<file path="src/logic/exd_pkg.sv">
// Package for the exception dispatch unit: cause codes, vector offsets,
// machine state word layout, register offsets and the completion report.
// Assumes a single 25 MHz core clock shared by every user of the package.
package exd_pkg;

    localparam logic [19:0] OFF_RESET   = 20'h00100;
    localparam logic [19:0] OFF_MCHECK  = 20'h00200;
    localparam logic [19:0] OFF_DSTORE  = 20'h00300;
    localparam logic [19:0] OFF_ISTORE  = 20'h00400;
    localparam logic [19:0] OFF_EXTERN  = 20'h00500;
    localparam logic [19:0] OFF_ALIGN   = 20'h00600;
    localparam logic [19:0] OFF_PROGRAM = 20'h00700;
    localparam logic [19:0] OFF_FPUNAV  = 20'h00800;
    localparam logic [19:0] OFF_DECR    = 20'h00900;
    localparam logic [19:0] OFF_RSV_A   = 20'h00a00;
    localparam logic [19:0] OFF_RSV_B   = 20'h00b00;
    localparam logic [19:0] OFF_SYSCALL = 20'h00c00;
    localparam logic [19:0] OFF_TRACE   = 20'h00d00;
    localparam logic [19:0] OFF_FPASST  = 20'h00e00;
    localparam logic [19:0] OFF_RSV_LO  = 20'h00e10;
    localparam logic [19:0] OFF_RSV_HI  = 20'h02fff;

    // Base used when the vector prefix select bit is set; value arbitrary.
    localparam logic [31:0] VEC_HIGH_BASE = 32'hfff0_0000;

    localparam int MSW_RI  = 0;
    localparam int MSW_EE  = 1;
    localparam int MSW_PR  = 2;
    localparam int MSW_FP  = 3;
    localparam int MSW_ME  = 4;
    localparam int MSW_SE  = 5;
    localparam int MSW_BE  = 6;
    localparam int MSW_IP  = 7;
    localparam int MSW_FE0 = 8;
    localparam int MSW_FE1 = 9;
    localparam logic [31:0] MSW_RST = 32'h0000_0010;

    localparam logic [3:0] REG_MSW    = 4'h0;
    localparam logic [3:0] REG_RAS    = 4'h4;
    localparam logic [3:0] REG_SMS    = 4'h8;
    localparam logic [3:0] REG_STATUS = 4'hc;

    // Program-order priority of conditions raised by one instruction.
    localparam int NSYNC = 11;
    localparam int S_ISI = 0;
    localparam int S_ILL = 1;
    localparam int S_PRV = 2;
    localparam int S_FPU = 3;
    localparam int S_FEX = 4;
    localparam int S_TRP = 5;
    localparam int S_ALN = 6;
    localparam int S_DSI = 7;
    localparam int S_SC  = 8;
    localparam int S_TRC = 9;
    localparam int S_AST = 10;

    typedef enum logic [3:0] {
        C_NONE, C_RESET, C_MCHECK, C_DSTORE, C_ISTORE, C_EXTERN, C_ALIGN,
        C_PROGRAM, C_FPUNAV, C_DECR, C_SYSCALL, C_TRACE, C_FPASST
    } exd_cause_t;

    typedef struct packed {
        logic [31:0] pc;
        logic [31:0] next_pc;
        logic        fetch_fault;
        logic        illegal_op;
        logic        privileged;
        logic        spr_invalid_hi;
        logic        trap_hit;
        logic        float_op;
        logic        float_enabled_summary;
        logic        data_fault;
        logic        misaligned;
        logic        system_call_instr;
        logic        branch;
        logic        float_assist;
    } exd_cmp_t;

endpackage : exd_pkg

</file>
<file path="src/logic/exd_dispatch.sv">
// Exception recognition and dispatch for a 32-bit core.
// Assumes the completion stage presents instructions oldest first and holds
// each report until o_cmp_ready; pins arrive asynchronously.
`timescale 1ns/1ps
module exd_dispatch
    import exd_pkg::*;
#(
    parameter bit ALIGN_TRAP = 1'b1
) (
    input  wire logic        i_clk,
    input  wire logic        i_rst,
    input  wire logic        i_cmp_valid,
    input  wire exd_cmp_t    i_cmp,
    output logic             o_cmp_ready,
    input  wire logic        i_exec_busy,
    input  wire logic [31:0] i_next_pc,
    input  wire logic        i_dec_msb,
    input  wire logic        i_reset_req,
    input  wire logic        i_mcheck_req,
    input  wire logic        i_ext_req,
    input  wire logic        i_state_lost,
    input  wire logic [3:0]  i_addr,
    input  wire logic [31:0] i_wdata,
    input  wire logic        i_wr,
    input  wire logic        i_rd,
    output logic [31:0]      o_rdata,
    output logic             o_take,
    output logic [31:0]      o_vector,
    output exd_cause_t       o_cause,
    output logic             o_checkstop
);

    typedef enum logic [1:0] {
        ST_RUN  = 2'b01,
        ST_STOP = 2'b10
    } exd_state_t;

    function automatic logic [19:0] vec_off(input exd_cause_t c);
        case (c)
            C_RESET:   vec_off = OFF_RESET;
            C_MCHECK:  vec_off = OFF_MCHECK;
            C_DSTORE:  vec_off = OFF_DSTORE;
            C_ISTORE:  vec_off = OFF_ISTORE;
            C_EXTERN:  vec_off = OFF_EXTERN;
            C_ALIGN:   vec_off = OFF_ALIGN;
            C_PROGRAM: vec_off = OFF_PROGRAM;
            C_FPUNAV:  vec_off = OFF_FPUNAV;
            C_DECR:    vec_off = OFF_DECR;
            C_SYSCALL: vec_off = OFF_SYSCALL;
            C_TRACE:   vec_off = OFF_TRACE;
            C_FPASST:  vec_off = OFF_FPASST;
            default:   vec_off = OFF_RESET;
        endcase
    endfunction : vec_off

    function automatic exd_cause_t sync_cause(input int idx);
        case (idx)
            S_ISI:   sync_cause = C_ISTORE;
            S_FPU:   sync_cause = C_FPUNAV;
            S_ALN:   sync_cause = C_ALIGN;
            S_DSI:   sync_cause = C_DSTORE;
            S_SC:    sync_cause = C_SYSCALL;
            S_TRC:   sync_cause = C_TRACE;
            S_AST:   sync_cause = C_FPASST;
            default: sync_cause = C_PROGRAM;
        endcase
    endfunction : sync_cause

    // Reset, machine check and external pins cross into the core clock through two flops each; i_state_lost is not synchronised.
    logic [2:0] pin_raw;
    logic [2:0] pin_meta;
    logic [2:0] pin_sync;
    assign pin_raw = {i_ext_req, i_mcheck_req, i_reset_req};

    genvar g;
    generate
        for (g = 0; g < 3; g++) begin : g_sync
            always_ff @(posedge i_clk) begin
                if (i_rst) begin
                    pin_meta[g] <= 1'b0;
                    pin_sync[g] <= 1'b0;
                end else begin
                    pin_meta[g] <= pin_raw[g];
                    pin_sync[g] <= pin_meta[g];
                end
            end
        end
    endgenerate

    logic ext_pend;
    logic mck_pend;
    logic rst_pend;
    assign rst_pend = pin_sync[0];
    assign mck_pend = pin_sync[1];
    assign ext_pend = pin_sync[2];

    exd_state_t        state;
    exd_state_t        next_state;
    logic [31:0]       msw;
    logic [31:0]       next_msw;
    logic [31:0]       ras;
    logic [31:0]       next_ras;
    logic [31:0]       sms;
    logic [31:0]       next_sms;
    logic              dec_prev;
    logic              dec_pend;
    logic              next_dec_pend;
    logic              rst_prev;
    logic              mck_prev;
    logic [NSYNC-1:0]  mask;
    logic [NSYNC-1:0]  next_mask;
    logic              loaded;
    logic              next_loaded;
    logic [NSYNC-1:0]  raw;
    logic [NSYNC-1:0]  cur;
    logic              take;
    exd_cause_t        cause;
    logic [31:0]       save_pc;
    logic [31:0]       next_vector;
    logic              next_take;
    exd_cause_t        next_cause;
    logic [31:0]       vector;
    logic [31:0]       rdata;
    logic [31:0]       next_rdata;

    // Conditions of the oldest instruction; privilege, FPU, float, alignment and trace ones gated by their enables.
    always_comb begin
        raw        = '0;
        raw[S_ISI] = i_cmp.fetch_fault;
        raw[S_ILL] = i_cmp.illegal_op;
        raw[S_PRV] = msw[MSW_PR] & (i_cmp.privileged
                     | i_cmp.spr_invalid_hi);
        raw[S_FPU] = i_cmp.float_op & ~msw[MSW_FP];
        raw[S_FEX] = (msw[MSW_FE0] | msw[MSW_FE1])
                     & i_cmp.float_enabled_summary;
        raw[S_TRP] = i_cmp.trap_hit;
        raw[S_ALN] = ALIGN_TRAP & i_cmp.misaligned;
        raw[S_DSI] = i_cmp.data_fault;
        raw[S_SC]  = i_cmp.system_call_instr;
        raw[S_TRC] = msw[MSW_SE]
                     | (msw[MSW_BE] & i_cmp.branch);
        raw[S_AST] = i_cmp.float_assist;
        if (!i_cmp_valid) begin
            raw = '0;
        end
    end

    // One condition leaves per cycle; the instruction retires when none
    // remain, so a later instruction can never overtake it.
    always_comb begin
        cur         = loaded ? mask : raw;
        next_mask   = cur;
        next_loaded = loaded;
        take        = 1'b0;
        cause       = C_NONE;
        save_pc     = i_next_pc;
        o_cmp_ready = 1'b0;
        next_dec_pend = dec_pend | (i_dec_msb & ~dec_prev);
        // Reset is looked at first, since only it can lift a checkstop.
        if (rst_pend & ~rst_prev) begin
            take  = 1'b1;
            cause = C_RESET;
        end else if (state == ST_STOP) begin
            o_cmp_ready = 1'b0;
        end else if (mck_pend & ~mck_prev & msw[MSW_ME]) begin
            take  = 1'b1;
            cause = C_MCHECK;
        end else if (i_cmp_valid && cur != '0) begin
            take        = 1'b1;
            next_loaded = 1'b1;
            save_pc     = i_cmp.pc;
            for (int k = NSYNC - 1; k >= 0; k--) begin
                if (cur[k]) begin
                    cause = sync_cause(k);
                end
            end
            for (int k = 0; k < NSYNC; k++) begin
                if (cur[k] && cause == sync_cause(k)
                    && (cur & ((11'h001 << k) - 11'h001)) == '0) begin
                    next_mask[k] = 1'b0;
                end
            end
            if (cause == C_SYSCALL || cause == C_TRACE) begin
                save_pc = i_cmp.next_pc;
            end
        end else if (i_cmp_valid) begin
            // The mask stays loaded, though empty, until retirement, so the
            // report's flags are never decoded a second time.
            o_cmp_ready = 1'b1;
            next_loaded = 1'b0;
        end else if (!i_exec_busy && ext_pend && msw[MSW_EE]) begin
            take  = 1'b1;
            cause = C_EXTERN;
        end else if (!i_exec_busy && dec_pend && msw[MSW_EE]) begin
            take          = 1'b1;
            cause         = C_DECR;
            next_dec_pend = i_dec_msb & ~dec_prev;
        end
    end

    // Software writes the state word; a hardware take in the same cycle wins.
    always_comb begin
        next_state  = state;
        next_msw    = msw;
        next_ras    = ras;
        next_sms    = sms;
        next_take   = take;
        next_cause  = cause;
        next_vector = vector;
        next_rdata  = 32'h0000_0000;
        if (i_wr) begin
            case (i_addr)
                REG_MSW: next_msw = i_wdata;
                REG_RAS: next_ras = i_wdata;
                REG_SMS: next_sms = i_wdata;
                default: next_msw = msw;
            endcase
        end
        if (state == ST_RUN && mck_pend && !mck_prev && !msw[MSW_ME]
            && !(rst_pend && !rst_prev)) begin
            next_state = ST_STOP;
        end
        if (take) begin
            next_ras = save_pc;
            next_sms = msw;
            if ((cause == C_RESET || cause == C_MCHECK) && i_state_lost) begin
                next_sms[MSW_RI] = 1'b0;
            end
            next_msw         = msw;
            next_msw[MSW_PR] = 1'b0;
            next_msw[MSW_EE] = 1'b0;
            next_msw[MSW_SE] = 1'b0;
            next_msw[MSW_BE] = 1'b0;
            next_msw[MSW_RI] = 1'b0;
            next_vector = {12'h000, vec_off(cause)}
                          | (msw[MSW_IP] ? VEC_HIGH_BASE
                                         : 32'h0000_0000);
        end
        if (cause == C_RESET) begin
            next_state = ST_RUN;
        end
        if (i_rd) begin
            case (i_addr)
                REG_MSW:    next_rdata = msw;
                REG_RAS:    next_rdata = ras;
                REG_SMS:    next_rdata = sms;
                REG_STATUS: next_rdata = {26'h0, loaded,
                                          dec_pend, ext_pend, mck_pend,
                                          rst_pend, state == ST_STOP};
                default:    next_rdata = 32'h0000_0000;
            endcase
        end
    end

    always_ff @(posedge i_clk) begin
        if (i_rst) begin
            state    <= ST_RUN;
            msw      <= MSW_RST;
            ras      <= 32'h0000_0000;
            sms      <= 32'h0000_0000;
            dec_prev <= 1'b0;
            dec_pend <= 1'b0;
            rst_prev <= 1'b0;
            mck_prev <= 1'b0;
            mask     <= '0;
            loaded   <= 1'b0;
            o_take   <= 1'b0;
            o_cause  <= C_NONE;
            vector   <= 32'h0000_0000;
            rdata    <= 32'h0000_0000;
        end else begin
            state    <= next_state;
            msw      <= next_msw;
            ras      <= next_ras;
            sms      <= next_sms;
            dec_prev <= i_dec_msb;
            dec_pend <= next_dec_pend;
            rst_prev <= rst_pend;
            mck_prev <= mck_pend;
            mask     <= next_mask;
            loaded   <= next_loaded;
            o_take   <= next_take;
            o_cause  <= next_cause;
            vector   <= next_vector;
            rdata    <= next_rdata;
        end
    end

    assign o_vector    = vector;
    assign o_rdata     = rdata;
    assign o_checkstop = state == ST_STOP;
endmodule : exd_dispatch

</file>
<file path="config.mk">
export PLATFORM = sky130hd
export DESIGN_NAME = exd_dispatch
export DESIGN_NICKNAME = d
export VERILOG_FILES = /design/src/logic/exd_pkg.sv /design/src/logic/exd_dispatch.sv
export SDC_FILE = /design/constraint.sdc
export NUM_CORES = 1
export LEC_CHECK = 0
export BUFFER_PORTS_ARGS = -buffer_cell sky130_fd_sc_hd__buf_2
export CORE_MARGIN = 2
export CORE_UTILIZATION = 30
export CTS_BUF_LIST = sky130_fd_sc_hd__clkbuf_8
export CTS_CLUSTER_SIZE = 20
export DETAILED_ROUTE_END_ITERATION = 10
export SYNTH_ARGS = -nofsm -noshare
export SYNTH_HDL_FRONTEND = slang
export SYNTH_SLANG_ARGS = --single-unit
export TNS_END_PERCENT = 100
</file>
<file path="constraint.sdc">
create_clock -name i_clk -period 4.75 [get_ports i_clk]
set_clock_uncertainty 0.05 [all_clocks]
set_input_delay 0.475 -clock i_clk [delete_from_list [all_inputs] [get_ports i_clk]]
set_output_delay 0.475 -clock i_clk [all_outputs]
set_load 0.01 [all_outputs]
</file>
# Word level (Yosys, flattened, before mapping)
# Memories as Yosys holds them, arrays and structs flattened.
# Index checks and enable logic that the tools add are counted.
[classes]
n_eq_ne = 17
mux = 107
n_bitwise = 22
n_reduce_logical = 63
[ops]
columns = ["operator", "count"]
rows = [
  ["32-bit 2-to-1 mux", 12],
  ["4-bit 2-to-1 mux", 54],
  ["32-bit one-hot mux with 4 select lines", 1],
  ["11-bit logical NOT", 10],
  ["11-bit 2-to-1 mux", 6],
  ["1-bit 2-to-1 mux", 33],
  ["4-bit == test", 8],
  ["1-bit logical AND", 32],
  ["20-bit by 32-bit OR with 32-bit output", 1],
  ["20-bit 2-to-1 mux", 1],
  ["4-bit == test (second input constant)", 4],
  ["11-bit nonzero test", 1],
  ["1-bit inverter", 9],
  ["1-bit AND", 8],
  ["2-bit nonzero test", 4],
  ["2-bit AND reduction", 3],
  ["2-bit OR reduction", 3],
  ["1-bit logical NOT", 5],
  ["4-bit by 1-bit == test with 1-bit output (second input constant)", 1],
  ["4-bit by 2-bit == test with 1-bit output (second input constant)", 1],
  ["4-bit by 3-bit == test with 1-bit output (second input constant)", 1],
  ["4-bit logical NOT", 1],
  ["1-bit OR", 4],
  ["4-bit AND reduction", 1],
  ["4 further kinds", 5],
]
[word_totals]
reg_bits = 189
mem_bits_ro = 64
input_bits = 155
output_inout_bits = 71
elab_cells = 231
memories = 1
[mem_list]
columns = ["memory", "depth", "width", "rd", "rd_clocked_by_memory_dff", "write_ports", "line", "source"]
rows = [
  ["(no name shown)", 16, 4, 1, 0, 0, "exd_dispatch.sv:39", "case (c)"],
]

# Logic depth before layout (Yosys ltp)
[depth]
word_depth = 28
ltp_mapped = 11
mapped_depth_nobuf = 7

# Worst setup path before layout
# Ideal clock, no wire load.
[synth_path]
kind = "in2reg"
startpoint = "input i_cmp_valid"
endpoint = "register sms[0]"
setup_ps = 91
t_arrival_ps = 2124
required_time_ps = 4609
slack_ps = 2485
cell_stages = 9
path_buffers = 2
cell_sequence = "nor2b_1 > buf_6 > a22oi_1 > and2_4 > nand4_4 > a21oi_2 > buf_6 > mux2_4 > a311oi_1"
[synth_between]
elab_chain_cells = 26
word_cells_on_any_way = 38
classes_between = "eq/ne: 2; mux: 29; reduce/logical: 7"
[synth_rtl]
columns = ["item", "line", "source"]
rows = [
  ["start: declaration", "exd_dispatch.sv:12", "input wire logic i_cmp_valid,"],
  ["11-bit 2-to-1 mux", "exd_dispatch.sv:143", "if (!i_cmp_valid) begin"],
  ["11-bit 2-to-1 mux", "exd_dispatch.sv:151", "cur = loaded ? mask : raw;"],
  ["4-bit 2-to-1 mux (11 in series)", "exd_dispatch.sv:173", "if (cur[k]) begin"],
  ["4-bit 2-to-1 mux", "exd_dispatch.sv:168", "end else if (i_cmp_valid && cur != '0) begin"],
  ["4-bit 2-to-1 mux", "exd_dispatch.sv:165", "end else if (mck_pend & ~mck_prev & msw[MSW_ME]) begin"],
  ["4-bit 2-to-1 mux", "exd_dispatch.sv:163", "end else if (state == ST_STOP) begin"],
  ["4-bit 2-to-1 mux", "exd_dispatch.sv:160", "if (rst_pend & ~rst_prev) begin"],
  ["4-bit 2-to-1 mux", "exd_dispatch.sv:168", ""],
  ["4-bit 2-to-1 mux", "exd_dispatch.sv:165", ""],
  ["4-bit 2-to-1 mux", "exd_dispatch.sv:163", ""],
  ["4-bit 2-to-1 mux", "exd_dispatch.sv:160", ""],
  ["4-bit by 1-bit == test with 1-bit output or 4-bit by 2-bit == test with 1-bit output (tied branches)", "exd_dispatch.sv:226", "if ((cause == C_RESET || cause == C_MCHECK) && i_state_lost) begin"],
  ["1-bit logical OR", "exd_dispatch.sv:226", ""],
  ["1-bit logical AND", "exd_dispatch.sv:226", ""],
  ["1-bit 2-to-1 mux", "exd_dispatch.sv:226", ""],
  ["32-bit 2-to-1 mux", "exd_dispatch.sv:223", "if (take) begin"],
  ["end signal: assignment", "exd_dispatch.sv:275", "sms <= next_sms;"],
  ["end: declaration", "exd_dispatch.sv:103", "logic [31:0] sms;"],
]
# Several ways; a longest one is shown, not always the timed one. The select of a mux whose other input is x is not followed.
# A chain may end at the register's enable or synchronous reset.

# Worst setup path in the final report
[layout_path]
startpoint = "register loaded"
endpoint = "output o_cmp_ready"
[layout_between]
elab_chain_cells = 7
[layout_rtl]
columns = ["item", "line", "source"]
rows = [
  ["start: declaration", "exd_dispatch.sv:112", "logic loaded;"],
  ["start signal: assignment", "exd_dispatch.sv:281", "loaded <= next_loaded;"],
  ["11-bit 2-to-1 mux", "exd_dispatch.sv:151", ""],
  ["11-bit nonzero test", "exd_dispatch.sv:168", ""],
  ["1-bit logical AND", "exd_dispatch.sv:168", ""],
  ["1-bit 2-to-1 mux", "exd_dispatch.sv:168", ""],
  ["1-bit 2-to-1 mux", "exd_dispatch.sv:165", ""],
  ["1-bit 2-to-1 mux", "exd_dispatch.sv:163", ""],
  ["1-bit 2-to-1 mux", "exd_dispatch.sv:160", ""],
  ["end: declaration", "exd_dispatch.sv:14", "output logic o_cmp_ready,"],
]
# No other way between the ends.

==> results.cfg <==
[worst_setup_path]
r2r_start = loaded$_SDFFE_PP0P_
cp_max_fo = 27
cp.required_ps = 4220
startpoint_type = register
critical_path.startpoint = loaded$_SDFFE_PP0P_
crit_type = register to primary output
worstPathArrival_ps = 3050
critPathCaptureType = primary output

[clocking]
tritoncts = yes
clockBufferDepth = 2
post-cts-setup-buffers = 0
cts_buffers = 17
clock_sinks = 162
h-tree-depth = 4
ctsHoldBuffers = 0
clkSlewWorstSetupHoldPaths_ps = 90
cts_resized = 0
cts_root_buffer = clkbuf_8
insertion_delay_ps = 450

[global_route]
grt_overflow = 0
grt_antenna_before_repair = 1
grtUsageTotal_pct = 17.2
grt_pass1_wl_um = 37900
grt_pass1_vias = 6907
grt_max_degree = 71

[routing]
wl_met3_um = 1570
wl_met1_um = 11000
avgRoutedWirePerCell_um = 17.1
dr.pass1.iters = 7
drt_drc_violations_left = 0
routed_wl_um = 23900
drtAntennaViolNets = 0
num_vias = 7169
maxUsedRoutingLayer = met4
met2_length_um = 11000
drt_iter0_markers = 507
viasPerCell = 5.11

[final_layout]
synthToLayoutAreaGrowth_pct = 18.2
finish.utilization_pct = 36.0
final_nets = 1208
drive_above_1_share_pct = 26.3
finalInstanceArea_um2 = 9390

[synth]
ys_types = 60
yosys_register_bits = 162
yosys-top-cells-area = dfxtp_1 (41%), mux2i_1 (12%), nand2_1 (5.1%)
yosysTopAreaCellShare_pct = 40.8
ys.flop_type = dfxtp_1
avgSynthCellArea_um2 = 8.83
synth_area_um2 = 7950
ys_warn_count = 0
synth_largest_area_cell = dfxtp_1
yosysSeqAreaShare_pct = 40.8
synth_cells = 900
synth_edf_count = 0
async_flop_share_pct = 0

[timing]
worstMarginPinSlew_ps = 947
fmax_mhz = 280
min_period_over_period_pct = 75.2
fin_setup_tns_ps = 0
timing.hold.ws_ps = 180
finalSetupViolCount = 0
rsz0062_at_grt = no
slew_headroom_pct = 36.8
hold_viol_final = 0
fin_crit_ps = 3570
finalMaxSlewViolations = 0

[floorplan]
start_util_pct = 30.5
die_area_um2 = 27800
die_x_um = 167
num_rows = 59
pin_count = 226
die_h_um = 167
core_um2 = 26100

[flow_run]
drv_cap = 0

[placed_design]
place_hpwl_um = 16000
place.gp.congestion = 0.856
place_area_um2 = 8990
io_buffers = 209

[min_path]
hold_path.class = primary input to register
worstHoldStart = i_ext_req

[outcome]
status = complete, no violations

[pwr]
ir_drop_mv = 0.164
p_per_area_nw_per_um2 = 323
p_leak_nw = 4.11
[cells in the mapped netlist, types with 2 or more instances]
cell / count
a211oi_1: 7
a21o_1: 3
a21oi_1: 73
a22o_1: 2
a22oi_1: 46
a311oi_1: 40
and2_1: 4
and2_4: 2
and3_1: 3
and3b_1: 2
buf_12: 2
buf_2: 17
buf_4: 29
buf_6: 10
clkbuf_1: 43
dfxtp_1: 162
inv_1: 4
mux2i_1: 93
nand2_1: 108
nand2b_1: 4
nand3_1: 38
nor2_1: 79
nor2b_1: 12
nor3_1: 13
nor3b_1: 2
nor4_1: 2
o211a_1: 4
o21a_1: 29
o21ai_0: 32
o21ai_1: 2
o31ai_1: 2
or2_2: 2
or3b_1: 2
[path summary, 6_finish.rpt]
kind / to / slack (ps) / cells after the start
min: pin_meta[2]$_SDFF_PP0_ / 180 / 2
max: o_cmp_ready / 1180 / 7
max reg2reg: sms[0]$_SDFFE_PP0P_ / 1320 / 7
min reg2reg: mck_pend$_SDFF_PP0_ / 400 / 1
[layer usage]
layer	vias to the layer above	track usage [%]
li1	3515	-
met1	3351	23.1
met2	284	27.6
met3	19	4.06
met4	0	4.54
met5	-	0
[final cells by class]
class,instances,area [um2]
fillers,2662,16700
multi-input cells,647,4170
flip-flops and latches,162,3240
repair buffers,221,1140
well taps,335,419
clock buffers,18,248
clock inverters,14,153
inverters,4,15.0
diodes,1,2.50
[flip-flops by register name, summed over array words and instances (netlist names)]
register,flops
msw,32
o_rdata,32
ras,32
sms,32
mask,11
o_vector,5
o_cause,4
pin_meta,3
state,2
dec_pend,1
dec_prev,1
ext_pend,1
loaded,1
mck_pend,1
mck_prev,1
o_take,1
rst_pend,1
rst_prev,1
[worst max-delay path, stage by stage (launching register included)]
cell     delay, ps
dfxtp_1        940
nor2b_1        340
a22oi_1        410
o21a_4         260
and2_1         190
nand3_1         80
nor2_1         200
buf_2          170
[layout by cell type (no fill, tap or decap), types with 3 or more instances in the layout]
cell / n
a21o_1: 3
conb_1: 16
nor3_1: 13
nand2b_1: 4
a211oi_1: 7
and2_1: 4
mux2i_1: 93
o211a_1: 4
and3_1: 3
dfxtp_1: 162
clkinvlp_4: 3
a22oi_1: 46
a311oi_1: 40
nand3_1: 37
nor2b_1: 12
inv_1: 4
buf_4: 13
nor2_1: 78
o21ai_0: 32
a21oi_1: 73
clkbuf_8: 18
nand2_1: 106
inv_6: 3
o21a_1: 29
buf_2: 208
clkinv_2: 3
[per-stage QoR]
step / power [W] / cells / worst slack [ps]
detailed placement: 0.00201 / 1369 / 1310
CTS: 0.00307 / 1401 / 1160
floorplan: 0.00187 / 915 / 2480
global placement: 0.00200 / 1369 / 1470
finish: 0.00304 / 1402 / 1180
global route: 0.00320 / 1401 / 898
[power breakdown]
group | leakage [nW] | internal, W | total [W] | switching [W]
Combinational | 2.59 | 0.000202 | 0.000501 | 0.000299
Clock | 0.198 | 0.000488 | 0.00105 | 0.000565
Sequential | 1.32 | 0.00143 | 0.00148 | 0.0000469
Total | 4.11 | 0.00212 | 0.00304 | 0.000911
[cells by family after synthesis]
logic type             count (synthesis)  share of synthesized area (%)
AND/OR/NAND/NOR                      283                           16.8
AO/OA/AOI/OAI                        253                           22.3
multiplexers                          95                           12.0
buffers and inverters                106                           8.00
other                                  1                         0.0472
flip-flops                           162                           40.8
Note: power is estimated with default switching activity, not from simulation.
